<file path="src/hdl/scs_pkg.sv">
// Constants for the serial control-two and status register block
package scs_pkg;
  localparam logic [7:0]  SCS_OFS_CTRL2    = 8'h04;
  localparam logic [7:0]  SCS_OFS_STATUS   = 8'h08;
  localparam logic [7:0]  SCS_OFS_DATA     = 8'h0c;
  localparam logic [7:0]  SCS_OFS_IRQ_STS  = 8'h24;
  localparam logic [7:0]  SCS_OFS_IRQ_MASK = 8'h28;
  localparam logic [7:0]  SCS_OFS_CONFIG   = 8'h2c;
  localparam int          SCS_C2_RXDMA     = 0;
  localparam int          SCS_C2_TXDMA     = 1;
  localparam int          SCS_C2_SSOE      = 2;
  localparam int          SCS_C2_FRF       = 4;
  localparam int          SCS_C2_ERRIE     = 5;
  localparam int          SCS_C2_RXIE      = 6;
  localparam int          SCS_C2_TXIE      = 7;
  localparam int          SCS_ST_UDR       = 3;
  localparam int          SCS_ST_CRC       = 4;
  localparam int          SCS_ST_MF        = 5;
  localparam int          SCS_ST_OVR       = 6;
  localparam int          SCS_CF_MASTER    = 0;
  localparam int          SCS_CF_AUDIO     = 1;
  localparam int          SCS_CF_WIDE      = 2;
  localparam int          SCS_CF_PCM       = 3;
  localparam int          SCS_IRQ_RX       = 0;
  localparam int          SCS_IRQ_TX       = 1;
  localparam int          SCS_IRQ_ERR      = 2;
  localparam logic [15:0] SCS_CTRL2_RST    = 16'h0000;
  localparam logic [15:0] SCS_CTRL2_WMASK  = 16'h00f7;
  localparam logic [15:0] SCS_STATUS_RST   = 16'h0002;
  localparam logic [2:0]  SCS_IRQ_MASK_RST = 3'h7;
  localparam logic [3:0]  SCS_CONFIG_RST   = 4'h0;
  localparam logic [1:0]  SCS_RESP_OKAY    = 2'h0;
  localparam logic [1:0]  SCS_RESP_SLVERR  = 2'h2;
  localparam logic [4:0]  SCS_BITS_NARROW  = 5'h08;
  localparam logic [4:0]  SCS_BITS_WIDE    = 5'h10;
endpackage

</file>
<file path="src/hdl/scs_top.sv">
// Control-two and status registers with slave shift engine and AXI4-Lite access
//
// Design decision made here: the AXI4-Lite slave port.
`timescale 1ns/1ns
module scs_top
  import scs_pkg::*;
(
  // Clock and reset
  input  wire logic        clk_i,
  input  wire logic        rst_i,
  // AXI4-Lite write
  input  wire logic [7:0]  s_axi_awaddr_i,
  input  wire logic        s_axi_awvalid_i,
  output logic             s_axi_awready_o,
  input  wire logic [31:0] s_axi_wdata_i,
  input  wire logic [3:0]  s_axi_wstrb_i,
  input  wire logic        s_axi_wvalid_i,
  output logic             s_axi_wready_o,
  output logic [1:0]       s_axi_bresp_o,
  output logic             s_axi_bvalid_o,
  input  wire logic        s_axi_bready_i,
  // AXI4-Lite read
  input  wire logic [7:0]  s_axi_araddr_i,
  input  wire logic        s_axi_arvalid_i,
  output logic             s_axi_arready_o,
  output logic [31:0]      s_axi_rdata_o,
  output logic [1:0]       s_axi_rresp_o,
  output logic             s_axi_rvalid_o,
  input  wire logic        s_axi_rready_i,
  // Serial link
  input  wire logic        sck_i,
  input  wire logic        ss_n_i,
  output logic             ss_n_o,
  output logic             ss_n_oe_o,
  input  wire logic        mosi_i,
  output logic             miso_o,
  output logic             miso_oe_o,
  // Engine side
  input  wire logic        crc_mismatch_i,
  output logic             frame_format_o,
  output logic             rx_dma_req_o,
  output logic             tx_dma_req_o,
  output logic             irq_o
);
  import scs_pkg::*;

  function automatic logic reg_hit(input logic [7:0] addr, input logic [7:0] ofs);
    return addr[7:2] == ofs[7:2];
  endfunction

  logic [15:0] ctrl2_r;
  logic [3:0]  cfg_r;
  logic [2:0]  irq_mask_r;
  logic [2:0]  irq_sts_r;
  logic [15:0] txbuf_r;
  logic [15:0] rxbuf_r;
  logic        rxne_r, txe_r, udr_r, crc_r, mf_r, ovr_r, fre_r, side_r;
  logic [2:0]  sck_q, ss_q;
  logic [1:0]  mosi_q;
  logic        ws_last_r, active_r;
  logic [4:0]  bit_cnt_r;
  logic [15:0] rxsh_r, txsh_r;
  logic        aw_got_r, w_got_r;
  logic [7:0]  awaddr_r;
  logic [31:0] wdata_r;
  logic [3:0]  wstrb_r;

  // Link synchronisers: stage 0 is read only by stage 1
  always_ff @(posedge clk_i)
  begin
    if (rst_i)
    begin
      sck_q  <= 3'h0;
      ss_q   <= 3'h7;
      mosi_q <= 2'h0;
    end
    else
    begin
      sck_q  <= {sck_q[1:0], sck_i};
      ss_q   <= {ss_q[1:0], ss_n_i};
      mosi_q <= {mosi_q[0], mosi_i};
    end
  end

  logic       sck_rise, sck_fall, ss_lvl, ss_fall, mosi_lvl;
  logic       audio, master, pulse_mode, spi, ws_chg, start, shift_en, word_done, load, fre_evt;
  logic       wr_fire, rd_fire, data_wr, data_rd, sts_wr, sts_rd;
  logic [4:0] nbits;
  logic [15:0] rxsh_nxt;

  assign sck_rise = sck_q[1] & ~sck_q[2];
  assign sck_fall = ~sck_q[1] & sck_q[2];
  assign ss_lvl   = ss_q[1];
  assign ss_fall  = ~ss_q[1] & ss_q[2];
  assign mosi_lvl = mosi_q[1];
  assign audio    = cfg_r[SCS_CF_AUDIO];
  assign master   = cfg_r[SCS_CF_MASTER];
  assign pulse_mode = ctrl2_r[SCS_C2_FRF] & ~audio;
  assign spi      = ~pulse_mode & ~audio;
  assign nbits    = cfg_r[SCS_CF_WIDE] ? SCS_BITS_WIDE : SCS_BITS_NARROW;
  assign ws_chg   = sck_rise & audio & (ss_lvl != ws_last_r);
  // Frame start: select edge, frame pulse, or word-select change
  assign start    = ~master & (spi ? ss_fall :
                    (pulse_mode ? (sck_rise & ss_lvl & ~active_r) : ws_chg));
  assign shift_en = sck_rise & active_r & ~start;
  assign word_done = shift_en & (bit_cnt_r == nbits - 5'h01);
  assign load     = start | (word_done & spi & ~ss_lvl);
  assign rxsh_nxt = {rxsh_r[14:0], mosi_lvl};
  // Pulse or word select moving mid-word in a framed slave mode
  assign fre_evt  = ~master & ~spi & active_r & (bit_cnt_r != 5'h00) &
                    (pulse_mode ? (sck_rise & ss_lvl) : ws_chg);

  // Master clocking lives outside; this engine only runs as a slave
  always_ff @(posedge clk_i)
  begin
    if (rst_i)
    begin
      active_r  <= 1'b0;
      bit_cnt_r <= 5'h00;
      ws_last_r <= 1'b0;
      side_r    <= 1'b0;
      rxsh_r    <= 16'h0000;
      txsh_r    <= 16'h0000;
    end
    else
    begin
      if (sck_rise)
        ws_last_r <= ss_lvl;
      if (start & audio)
        side_r <= ss_lvl;
      if (start)
        active_r <= 1'b1;
      else if ((spi & ss_lvl) | master | (word_done & pulse_mode))
        active_r <= 1'b0;
      if (start | fre_evt | word_done | ~active_r)
        bit_cnt_r <= 5'h00;
      else if (shift_en)
        bit_cnt_r <= bit_cnt_r + 5'h01;
      if (shift_en)
        rxsh_r <= rxsh_nxt;
      // Narrow words sit in the top byte so bit 15 is always next out
      if (load)
        txsh_r <= cfg_r[SCS_CF_WIDE] ? txbuf_r : {txbuf_r[7:0], 8'h00};
      else if (sck_fall & active_r)
        txsh_r <= {txsh_r[14:0], 1'b0};
    end
  end

  assign miso_o    = txsh_r[15];
  assign miso_oe_o = ~master & active_r;
  assign ss_n_o    = 1'b0;
  assign ss_n_oe_o = master & ctrl2_r[SCS_C2_SSOE] & ~audio;
  assign frame_format_o = pulse_mode;

  // Buffers and flags; a hardware set always beats a software clear
  always_ff @(posedge clk_i)
  begin
    if (rst_i)
    begin
      rxbuf_r <= 16'h0000;
      txbuf_r <= 16'h0000;
      rxne_r  <= SCS_STATUS_RST[0];
      txe_r   <= SCS_STATUS_RST[1];
      udr_r   <= 1'b0;
      crc_r   <= 1'b0;
      mf_r    <= 1'b0;
      ovr_r   <= 1'b0;
      fre_r   <= 1'b0;
    end
    else
    begin
      if (word_done & ~rxne_r)
        rxbuf_r <= cfg_r[SCS_CF_WIDE] ? rxsh_nxt : {8'h00, rxsh_nxt[7:0]};
      if (data_wr & wstrb_r[0])
        txbuf_r[7:0] <= wdata_r[7:0];
      if (data_wr & wstrb_r[1] & cfg_r[SCS_CF_WIDE])
        txbuf_r[15:8] <= wdata_r[15:8];
      if (word_done)
        rxne_r <= 1'b1;
      else if (data_rd)
        rxne_r <= 1'b0;
      if (load)
        txe_r <= 1'b1;
      else if (data_wr)
        txe_r <= 1'b0;
      if (load & txe_r & audio)
        udr_r <= 1'b1;
      else if (sts_wr & wstrb_r[0] & ~wdata_r[SCS_ST_UDR])
        udr_r <= 1'b0;
      if (crc_mismatch_i & ~audio)
        crc_r <= 1'b1;
      else if (sts_wr & wstrb_r[0] & ~wdata_r[SCS_ST_CRC])
        crc_r <= 1'b0;
      if (master & ~ctrl2_r[SCS_C2_SSOE] & ~audio & ~ss_lvl)
        mf_r <= 1'b1;
      else if (sts_wr & wstrb_r[0] & ~wdata_r[SCS_ST_MF])
        mf_r <= 1'b0;
      if (word_done & rxne_r)
        ovr_r <= 1'b1;
      else if (sts_wr & wstrb_r[0] & ~wdata_r[SCS_ST_OVR])
        ovr_r <= 1'b0;
      if (fre_evt)
        fre_r <= 1'b1;
      else if (sts_rd)
        fre_r <= 1'b0;
    end
  end

  assign rx_dma_req_o = ctrl2_r[SCS_C2_RXDMA] & rxne_r;
  assign tx_dma_req_o = ctrl2_r[SCS_C2_TXDMA] & txe_r;

  // Interrupt sources are levels, so a read-clear re-arms while the cause stays
  logic [2:0] irq_src;
  assign irq_src[SCS_IRQ_RX]  = ctrl2_r[SCS_C2_RXIE] & rxne_r;
  assign irq_src[SCS_IRQ_TX]  = ctrl2_r[SCS_C2_TXIE] & txe_r;
  assign irq_src[SCS_IRQ_ERR] = ctrl2_r[SCS_C2_ERRIE] &
                                (ovr_r | mf_r | crc_r | udr_r | fre_r);

  always_ff @(posedge clk_i)
  begin
    if (rst_i)
      irq_sts_r <= 3'h0;
    else if (rd_fire & reg_hit(s_axi_araddr_i, SCS_OFS_IRQ_STS))
      irq_sts_r <= irq_src;
    else
      irq_sts_r <= irq_sts_r | irq_src;
  end

  assign irq_o = |(irq_sts_r & irq_mask_r);

  // Write channel: address and data taken in either order
  assign s_axi_awready_o = ~aw_got_r;
  assign s_axi_wready_o  = ~w_got_r;
  assign wr_fire = aw_got_r & w_got_r & ~s_axi_bvalid_o;
  assign data_wr = wr_fire & reg_hit(awaddr_r, SCS_OFS_DATA);
  assign sts_wr  = wr_fire & reg_hit(awaddr_r, SCS_OFS_STATUS);

  always_ff @(posedge clk_i)
  begin
    if (rst_i)
    begin
      aw_got_r <= 1'b0;
      w_got_r  <= 1'b0;
      awaddr_r <= 8'h00;
      wdata_r  <= 32'h0000_0000;
      wstrb_r  <= 4'h0;
    end
    else
    begin
      if (s_axi_awvalid_i & ~aw_got_r)
      begin
        aw_got_r <= 1'b1;
        awaddr_r <= s_axi_awaddr_i;
      end
      else if (wr_fire)
        aw_got_r <= 1'b0;
      if (s_axi_wvalid_i & ~w_got_r)
      begin
        w_got_r <= 1'b1;
        wdata_r <= s_axi_wdata_i;
        wstrb_r <= s_axi_wstrb_i;
      end
      else if (wr_fire)
        w_got_r <= 1'b0;
    end
  end

  logic wr_known;
  assign wr_known = reg_hit(awaddr_r, SCS_OFS_CTRL2) | reg_hit(awaddr_r, SCS_OFS_STATUS) |
                    reg_hit(awaddr_r, SCS_OFS_DATA) | reg_hit(awaddr_r, SCS_OFS_IRQ_STS) |
                    reg_hit(awaddr_r, SCS_OFS_IRQ_MASK) | reg_hit(awaddr_r, SCS_OFS_CONFIG);

  always_ff @(posedge clk_i)
  begin
    if (rst_i)
    begin
      s_axi_bvalid_o <= 1'b0;
      s_axi_bresp_o  <= SCS_RESP_OKAY;
    end
    else if (wr_fire)
    begin
      s_axi_bvalid_o <= 1'b1;
      s_axi_bresp_o  <= wr_known ? SCS_RESP_OKAY : SCS_RESP_SLVERR;
    end
    else if (s_axi_bready_i)
      s_axi_bvalid_o <= 1'b0;
  end

  // Software-written control registers
  always_ff @(posedge clk_i)
  begin
    if (rst_i)
    begin
      ctrl2_r    <= SCS_CTRL2_RST;
      irq_mask_r <= SCS_IRQ_MASK_RST;
      cfg_r      <= SCS_CONFIG_RST;
    end
    else if (wr_fire & wstrb_r[0])
    begin
      if (reg_hit(awaddr_r, SCS_OFS_CTRL2))
        ctrl2_r <= wdata_r[15:0] & SCS_CTRL2_WMASK;
      if (reg_hit(awaddr_r, SCS_OFS_IRQ_MASK))
        irq_mask_r <= wdata_r[2:0];
      if (reg_hit(awaddr_r, SCS_OFS_CONFIG))
        cfg_r <= wdata_r[3:0];
    end
  end

  // Read channel
  logic [15:0] sts_word;
  logic [15:0] rd_val;
  logic        rd_err;
  logic        side_rd;

  assign side_rd  = audio & ~cfg_r[SCS_CF_PCM] & side_r;
  assign sts_word = {7'h00, fre_r, active_r, ovr_r, mf_r, crc_r, udr_r,
                     side_rd, txe_r, rxne_r};
  assign s_axi_arready_o = ~s_axi_rvalid_o;
  assign rd_fire = s_axi_arvalid_i & s_axi_arready_o;
  assign data_rd = rd_fire & reg_hit(s_axi_araddr_i, SCS_OFS_DATA);
  assign sts_rd  = rd_fire & reg_hit(s_axi_araddr_i, SCS_OFS_STATUS);

  always_comb
  begin
    rd_val = 16'h0000;
    rd_err = 1'b0;
    if (reg_hit(s_axi_araddr_i, SCS_OFS_CTRL2))
      rd_val = ctrl2_r;
    else if (reg_hit(s_axi_araddr_i, SCS_OFS_STATUS))
      rd_val = sts_word;
    else if (reg_hit(s_axi_araddr_i, SCS_OFS_DATA))
      rd_val = rxbuf_r;
    else if (reg_hit(s_axi_araddr_i, SCS_OFS_IRQ_STS))
      rd_val = {13'h0000, irq_sts_r};
    else if (reg_hit(s_axi_araddr_i, SCS_OFS_IRQ_MASK))
      rd_val = {13'h0000, irq_mask_r};
    else if (reg_hit(s_axi_araddr_i, SCS_OFS_CONFIG))
      rd_val = {12'h000, cfg_r};
    else
      rd_err = 1'b1;
  end

  always_ff @(posedge clk_i)
  begin
    if (rst_i)
    begin
      s_axi_rvalid_o <= 1'b0;
      s_axi_rdata_o  <= 32'h0000_0000;
      s_axi_rresp_o  <= SCS_RESP_OKAY;
    end
    else if (rd_fire)
    begin
      s_axi_rvalid_o <= 1'b1;
      s_axi_rdata_o  <= {16'h0000, rd_val};
      s_axi_rresp_o  <= rd_err ? SCS_RESP_SLVERR : SCS_RESP_OKAY;
    end
    else if (s_axi_rready_i)
      s_axi_rvalid_o <= 1'b0;
  end

  chk_rx_dma_req: assert property (@(posedge clk_i) disable iff (rst_i)
    ctrl2_r[SCS_C2_RXDMA] && $rose(rxne_r) |-> rx_dma_req_o)
    else $error("rx dma request missing");
  chk_tx_dma_req: assert property (@(posedge clk_i) disable iff (rst_i)
    ctrl2_r[SCS_C2_TXDMA] && $rose(txe_r) |-> tx_dma_req_o)
    else $error("tx dma request missing");
  chk_select_drive: assert property (@(posedge clk_i) disable iff (rst_i)
    ss_n_oe_o |-> master && !audio && !ss_n_o)
    else $error("select driven outside master");
  chk_error_irq: assert property (@(posedge clk_i) disable iff (rst_i)
    ctrl2_r[SCS_C2_ERRIE] && ovr_r |=> irq_sts_r[SCS_IRQ_ERR])
    else $error("error interrupt not raised");
  chk_rx_flag_set: assert property (@(posedge clk_i) disable iff (rst_i)
    word_done |=> rxne_r)
    else $error("receive flag not set");
  chk_tx_flag_clr: assert property (@(posedge clk_i) disable iff (rst_i)
    data_wr && !load |=> !txe_r)
    else $error("transmit flag not cleared");
  chk_underrun_clr: assert property (@(posedge clk_i) disable iff (rst_i)
    sts_wr && wstrb_r[0] && !wdata_r[SCS_ST_UDR] && !(load && audio) |=> !udr_r)
    else $error("underrun not cleared");
  chk_crc_set: assert property (@(posedge clk_i) disable iff (rst_i)
    crc_mismatch_i && !audio |=> crc_r)
    else $error("check mismatch not flagged");
  chk_overrun_set: assert property (@(posedge clk_i) disable iff (rst_i)
    word_done && rxne_r |=> ovr_r && $stable(rxbuf_r))
    else $error("overrun not flagged");
  chk_busy_read: assert property (@(posedge clk_i) disable iff (rst_i)
    sts_rd |=> s_axi_rdata_o[7] == $past(active_r))
    else $error("busy bit mismatch");
  chk_frame_err_clr: assert property (@(posedge clk_i) disable iff (rst_i)
    sts_rd && !fre_evt |=> !fre_r)
    else $error("frame error not cleared by read");
endmodule // scs_top

</file>
<file path="config.mk">
export PLATFORM = sky130hd
export DESIGN_NAME = scs_top
export DESIGN_NICKNAME = d
export VERILOG_FILES = /design/src/hdl/scs_pkg.sv /design/src/hdl/scs_top.sv
export SDC_FILE = /design/constraint.sdc
export NUM_CORES = 1
export LEC_CHECK = 0
export BUFFER_PORTS_ARGS = -buffer_cell sky130_fd_sc_hd__buf_4
export CORE_MARGIN = 1.5
export CORE_UTILIZATION = 50
export CTS_CLUSTER_DIAMETER = 60
export DETAILED_ROUTE_END_ITERATION = 12
export PLACE_DENSITY = 0.73
export SYNTH_ARGS = -nofsm -noshare
export SYNTH_HDL_FRONTEND = slang
export SYNTH_SLANG_ARGS = --single-unit
export TNS_END_PERCENT = 5
</file>
<file path="constraint.sdc">
create_clock -name clk_i -period 6.1 [get_ports clk_i]
set_clock_uncertainty 0.2 [all_clocks]
set_input_delay 0.305 -clock clk_i [delete_from_list [all_inputs] [get_ports clk_i]]
set_output_delay 0.305 -clock clk_i [all_outputs]
set_load 0.1 [all_outputs]
</file>
==> out/results.ini <==
[floorplan]
die_y_um = 116
core-area_um2 = 12500
die-area_um2 = 13500
die_w_um = 116
start_util = 0.510
core.rowCount = 41
io_pins = 112

[placement]
io_buffers = 70
dp_slack_ns = 3.45
placed_area_um2 = 6870
placed_cells = 905
hpwl_um = 9650
globalplace.congestion = 0.865

[power_and_ir_drop]
pwr-share-clk = 0.458
swShare = 0.263
ir_worst_vdd_mv = 0.195
intPower_w = 0.00169
p_per_area_nw_per_um2 = 295
combPwrFrac = 0.101
p_switching_w = 0.000605
p_leak_nw = 2.99
pwr-share-seq = 0.441

[final_layout]
syn_to_final_growth_pct = 22.0
layout-drive-gt1-share = 0.159
finalNonFillerCells = 969
nNetsFinal = 849
final_area_um2 = 7790
diodes = 0

[global_route]
antenna_found_initial = 0
gr-total-overflow = 0
grt_max_degree = 83
grt_usage = 0.239
grt_pass1_vias = 5014
grt_pass1_wl_um = 25000

[worst_setup_path]
crit_required_ns = 6.23
cpPeakStageDelay_ns = 0.94
worstPathMaxFanout = 37
worst_setup_path_start_kind = flop
crit_family = compound AO/OA/AOI/OAI gates
cp.arrival_ns = 2.84
path_class = flop to flop
crit_buf_inv = 1
crit_chain = buf_4 -> xor2_2 -> nor4_4 -> a22oi_2 -> a211oi_1 -> a211oi_1
setup.worst_path.end_class = flop
crit_slowest_cell = a22oi_2
cpMostUsedCell = a211oi_1

[sta]
hold_violations = 0
worst_hold_slack_ns = 0.106
worstMarginPinSlew_ns = 1.23
fin_setup_tns_ns = 0
setup_viol = 0
grt_setup_unrepaired = no
timing.fmax_ghz = 0.370
slew_violations = 0
min_period_ns = 2.71
postLayoutSetupSlackWorst_ns = 3.39
finalCritPeriodShare = 0.444
slew_headroom = 0.176

[route]
ant_nets = 0
dr.pass1.iters = 5
totalWireLength_um = 15100
vias = 5246
drtIter0Drc = 344
post-route-drc-count = 0
routedWlPerCell_um = 15.6
vias_per_cell = 5.41

[clock_network]
clock_sinks = 149
numCtsBuffers = 17
cts_setup_buffers = 0
cts_buffer_depth = 2
h-tree-depth = 4
cts_tree = yes
cts_root_buf = clkbuf_16
clkTransAtPathRegs_ns = 0.06
clk_latency_ns = 0.42

[synthesis]
syn_area_um2 = 6380
synth_top_flop_cell = dfxtp_1
syn_area_per_cell_um2 = 9.04
yosysTopAreaCell = dfxtp_1
synthesis.instances = 706
yosys-top-cells-area = dfxtp_1, mux2i_1, a21oi_1, nor2_1, nand2_1
synth_top_cell_area_share = 0.467
async_reset_ff_frac = 0
synth_edf_count = 0
ys_seq_elements = 149
synth_cell_type_count = 61
yosysSeqAreaShare = 0.467
synthTopCellsByCount = dfxtp_1, nor2_1, mux2i_1
yosys.cell_count.top_type = dfxtp_1
synth_warnings = 0

[hold_path]
hp-class = input pin to flop

[outcome]
outcome = finished, final reports clean

[run]
drv_cap = 0

through the flow:
step | util | power, W
floorplan | - | 0.00121
global placement | 0.548 | 0.00124
detailed placement | 0.548 | 0.00125
CTS | 0.622 | 0.00231
global route | 0.622 | 0.00238
finish | 0.622 | 0.00230
path summary, 6_finish.rpt:
| path | start | end | slack (ns) | depth (start not counted) |
|---|---|---|---|---|
| max | cfg_r[2]$_SDFFE_PP0P_ | txsh_r[15]$_SDFFE_PP0P_ | 3.39 | 6 |
| min reg2reg | ss_q[0]$_SDFF_PP1_ | ss_q[1]$_SDFF_PP1_ | 0.21 | 1 |
| max reg2reg | cfg_r[2]$_SDFFE_PP0P_ | txsh_r[15]$_SDFFE_PP0P_ | 3.39 | 6 |
| min | s_axi_araddr_i[3] | s_axi_rresp_o[1]$_SDFFE_PP0P_ | 0.11 | 3 |
timing repair:
item / 4_1_cts / 5_1_grt
resized for setup: 0 / 0
endpoints found under the hold margin: 32 / 0
setup endpoints to repair: 0 / 0
hold buffers: 32 / 0
layer usage:
metal,global-route usage,up-vias,routed length (um),share of wire
li1,-,2558,-,-
met2,0.390,142,7320,0.48
met5,0,-,0,0
met1,0.313,2525,6930,0.46
met4,0.0683,0,200,0.013
met3,0.0612,21,665,0.044
layout by cell type, fill, tap and decap left out, types with 5 or more instances in the layout:
cell type and instances:
a21oi_1 64, dfxtp_1 149, nor3_1 13, inv_1 13, o21ai_0 17, nand2_1 64, a22oi_1 11, mux2_2 8
conb_1 19, buf_4 73, nor2_1 85, nor2b_1 25, or3_1 5, dlygate4sd3_1 32, clkbuf_16 17, mux2i_1 67
a211oi_1 19, nand3_1 23, nand2b_1 16
power groups by stage:
stage	Combinational (W)	Sequential, W	Clock [W]
after detailed placement	0.000213	0.00103	0
after global routing	0.000248	0.00101	0.00112
after CTS	0.000230	0.00101	0.00107
after global placement	0.000210	0.00103	0
final	0.000232	0.00101	0.00105
after floorplan	0.000146	0.00106	0
cell type report:
class	instances	area (um^2)
Multi-Input combinational cell	498	3070
Clock inverter	12	145
Clock buffer	20	457
Tap cell	172	215
Sequential cell	149	2980
Inverter	13	48.8
Timing Repair Buffer	105	868
Fill cell	1072	4730
worst register-to-register path: stages, from the launching register on:
cell and delay, ns:
dfxtp_1 0.31, buf_4 0.39, xor2_2 0.28, nor4_4 0.11
a22oi_2 0.94, a211oi_1 0.13, a211oi_1 0.25
flip-flops by register name, indices dropped and copies added, names as in the netlist, 3 cells and up:
register	count
awaddr_r	6
bit_cnt_r	5
cfg_r	4
ctrl2_r	7
irq_mask_r	3
irq_sts_r	3
rxbuf_r	16
rxsh_r	15
s_axi_rdata_o	16
sck_q	3
ss_q	3
txbuf_r	16
txsh_r	16
wdata_r	16
cell families after synthesis:
logic type,Yosys count,synth area share
xor+xnor,4,0.00667
fa+ha+maj,2,0.00392
other cells,1,0.000588
simple gates,261,0.202
mux,75,0.119
compound gates,137,0.138
buf+inv,77,0.0621
flops,149,0.467
(Power assumes the default switching activity.)
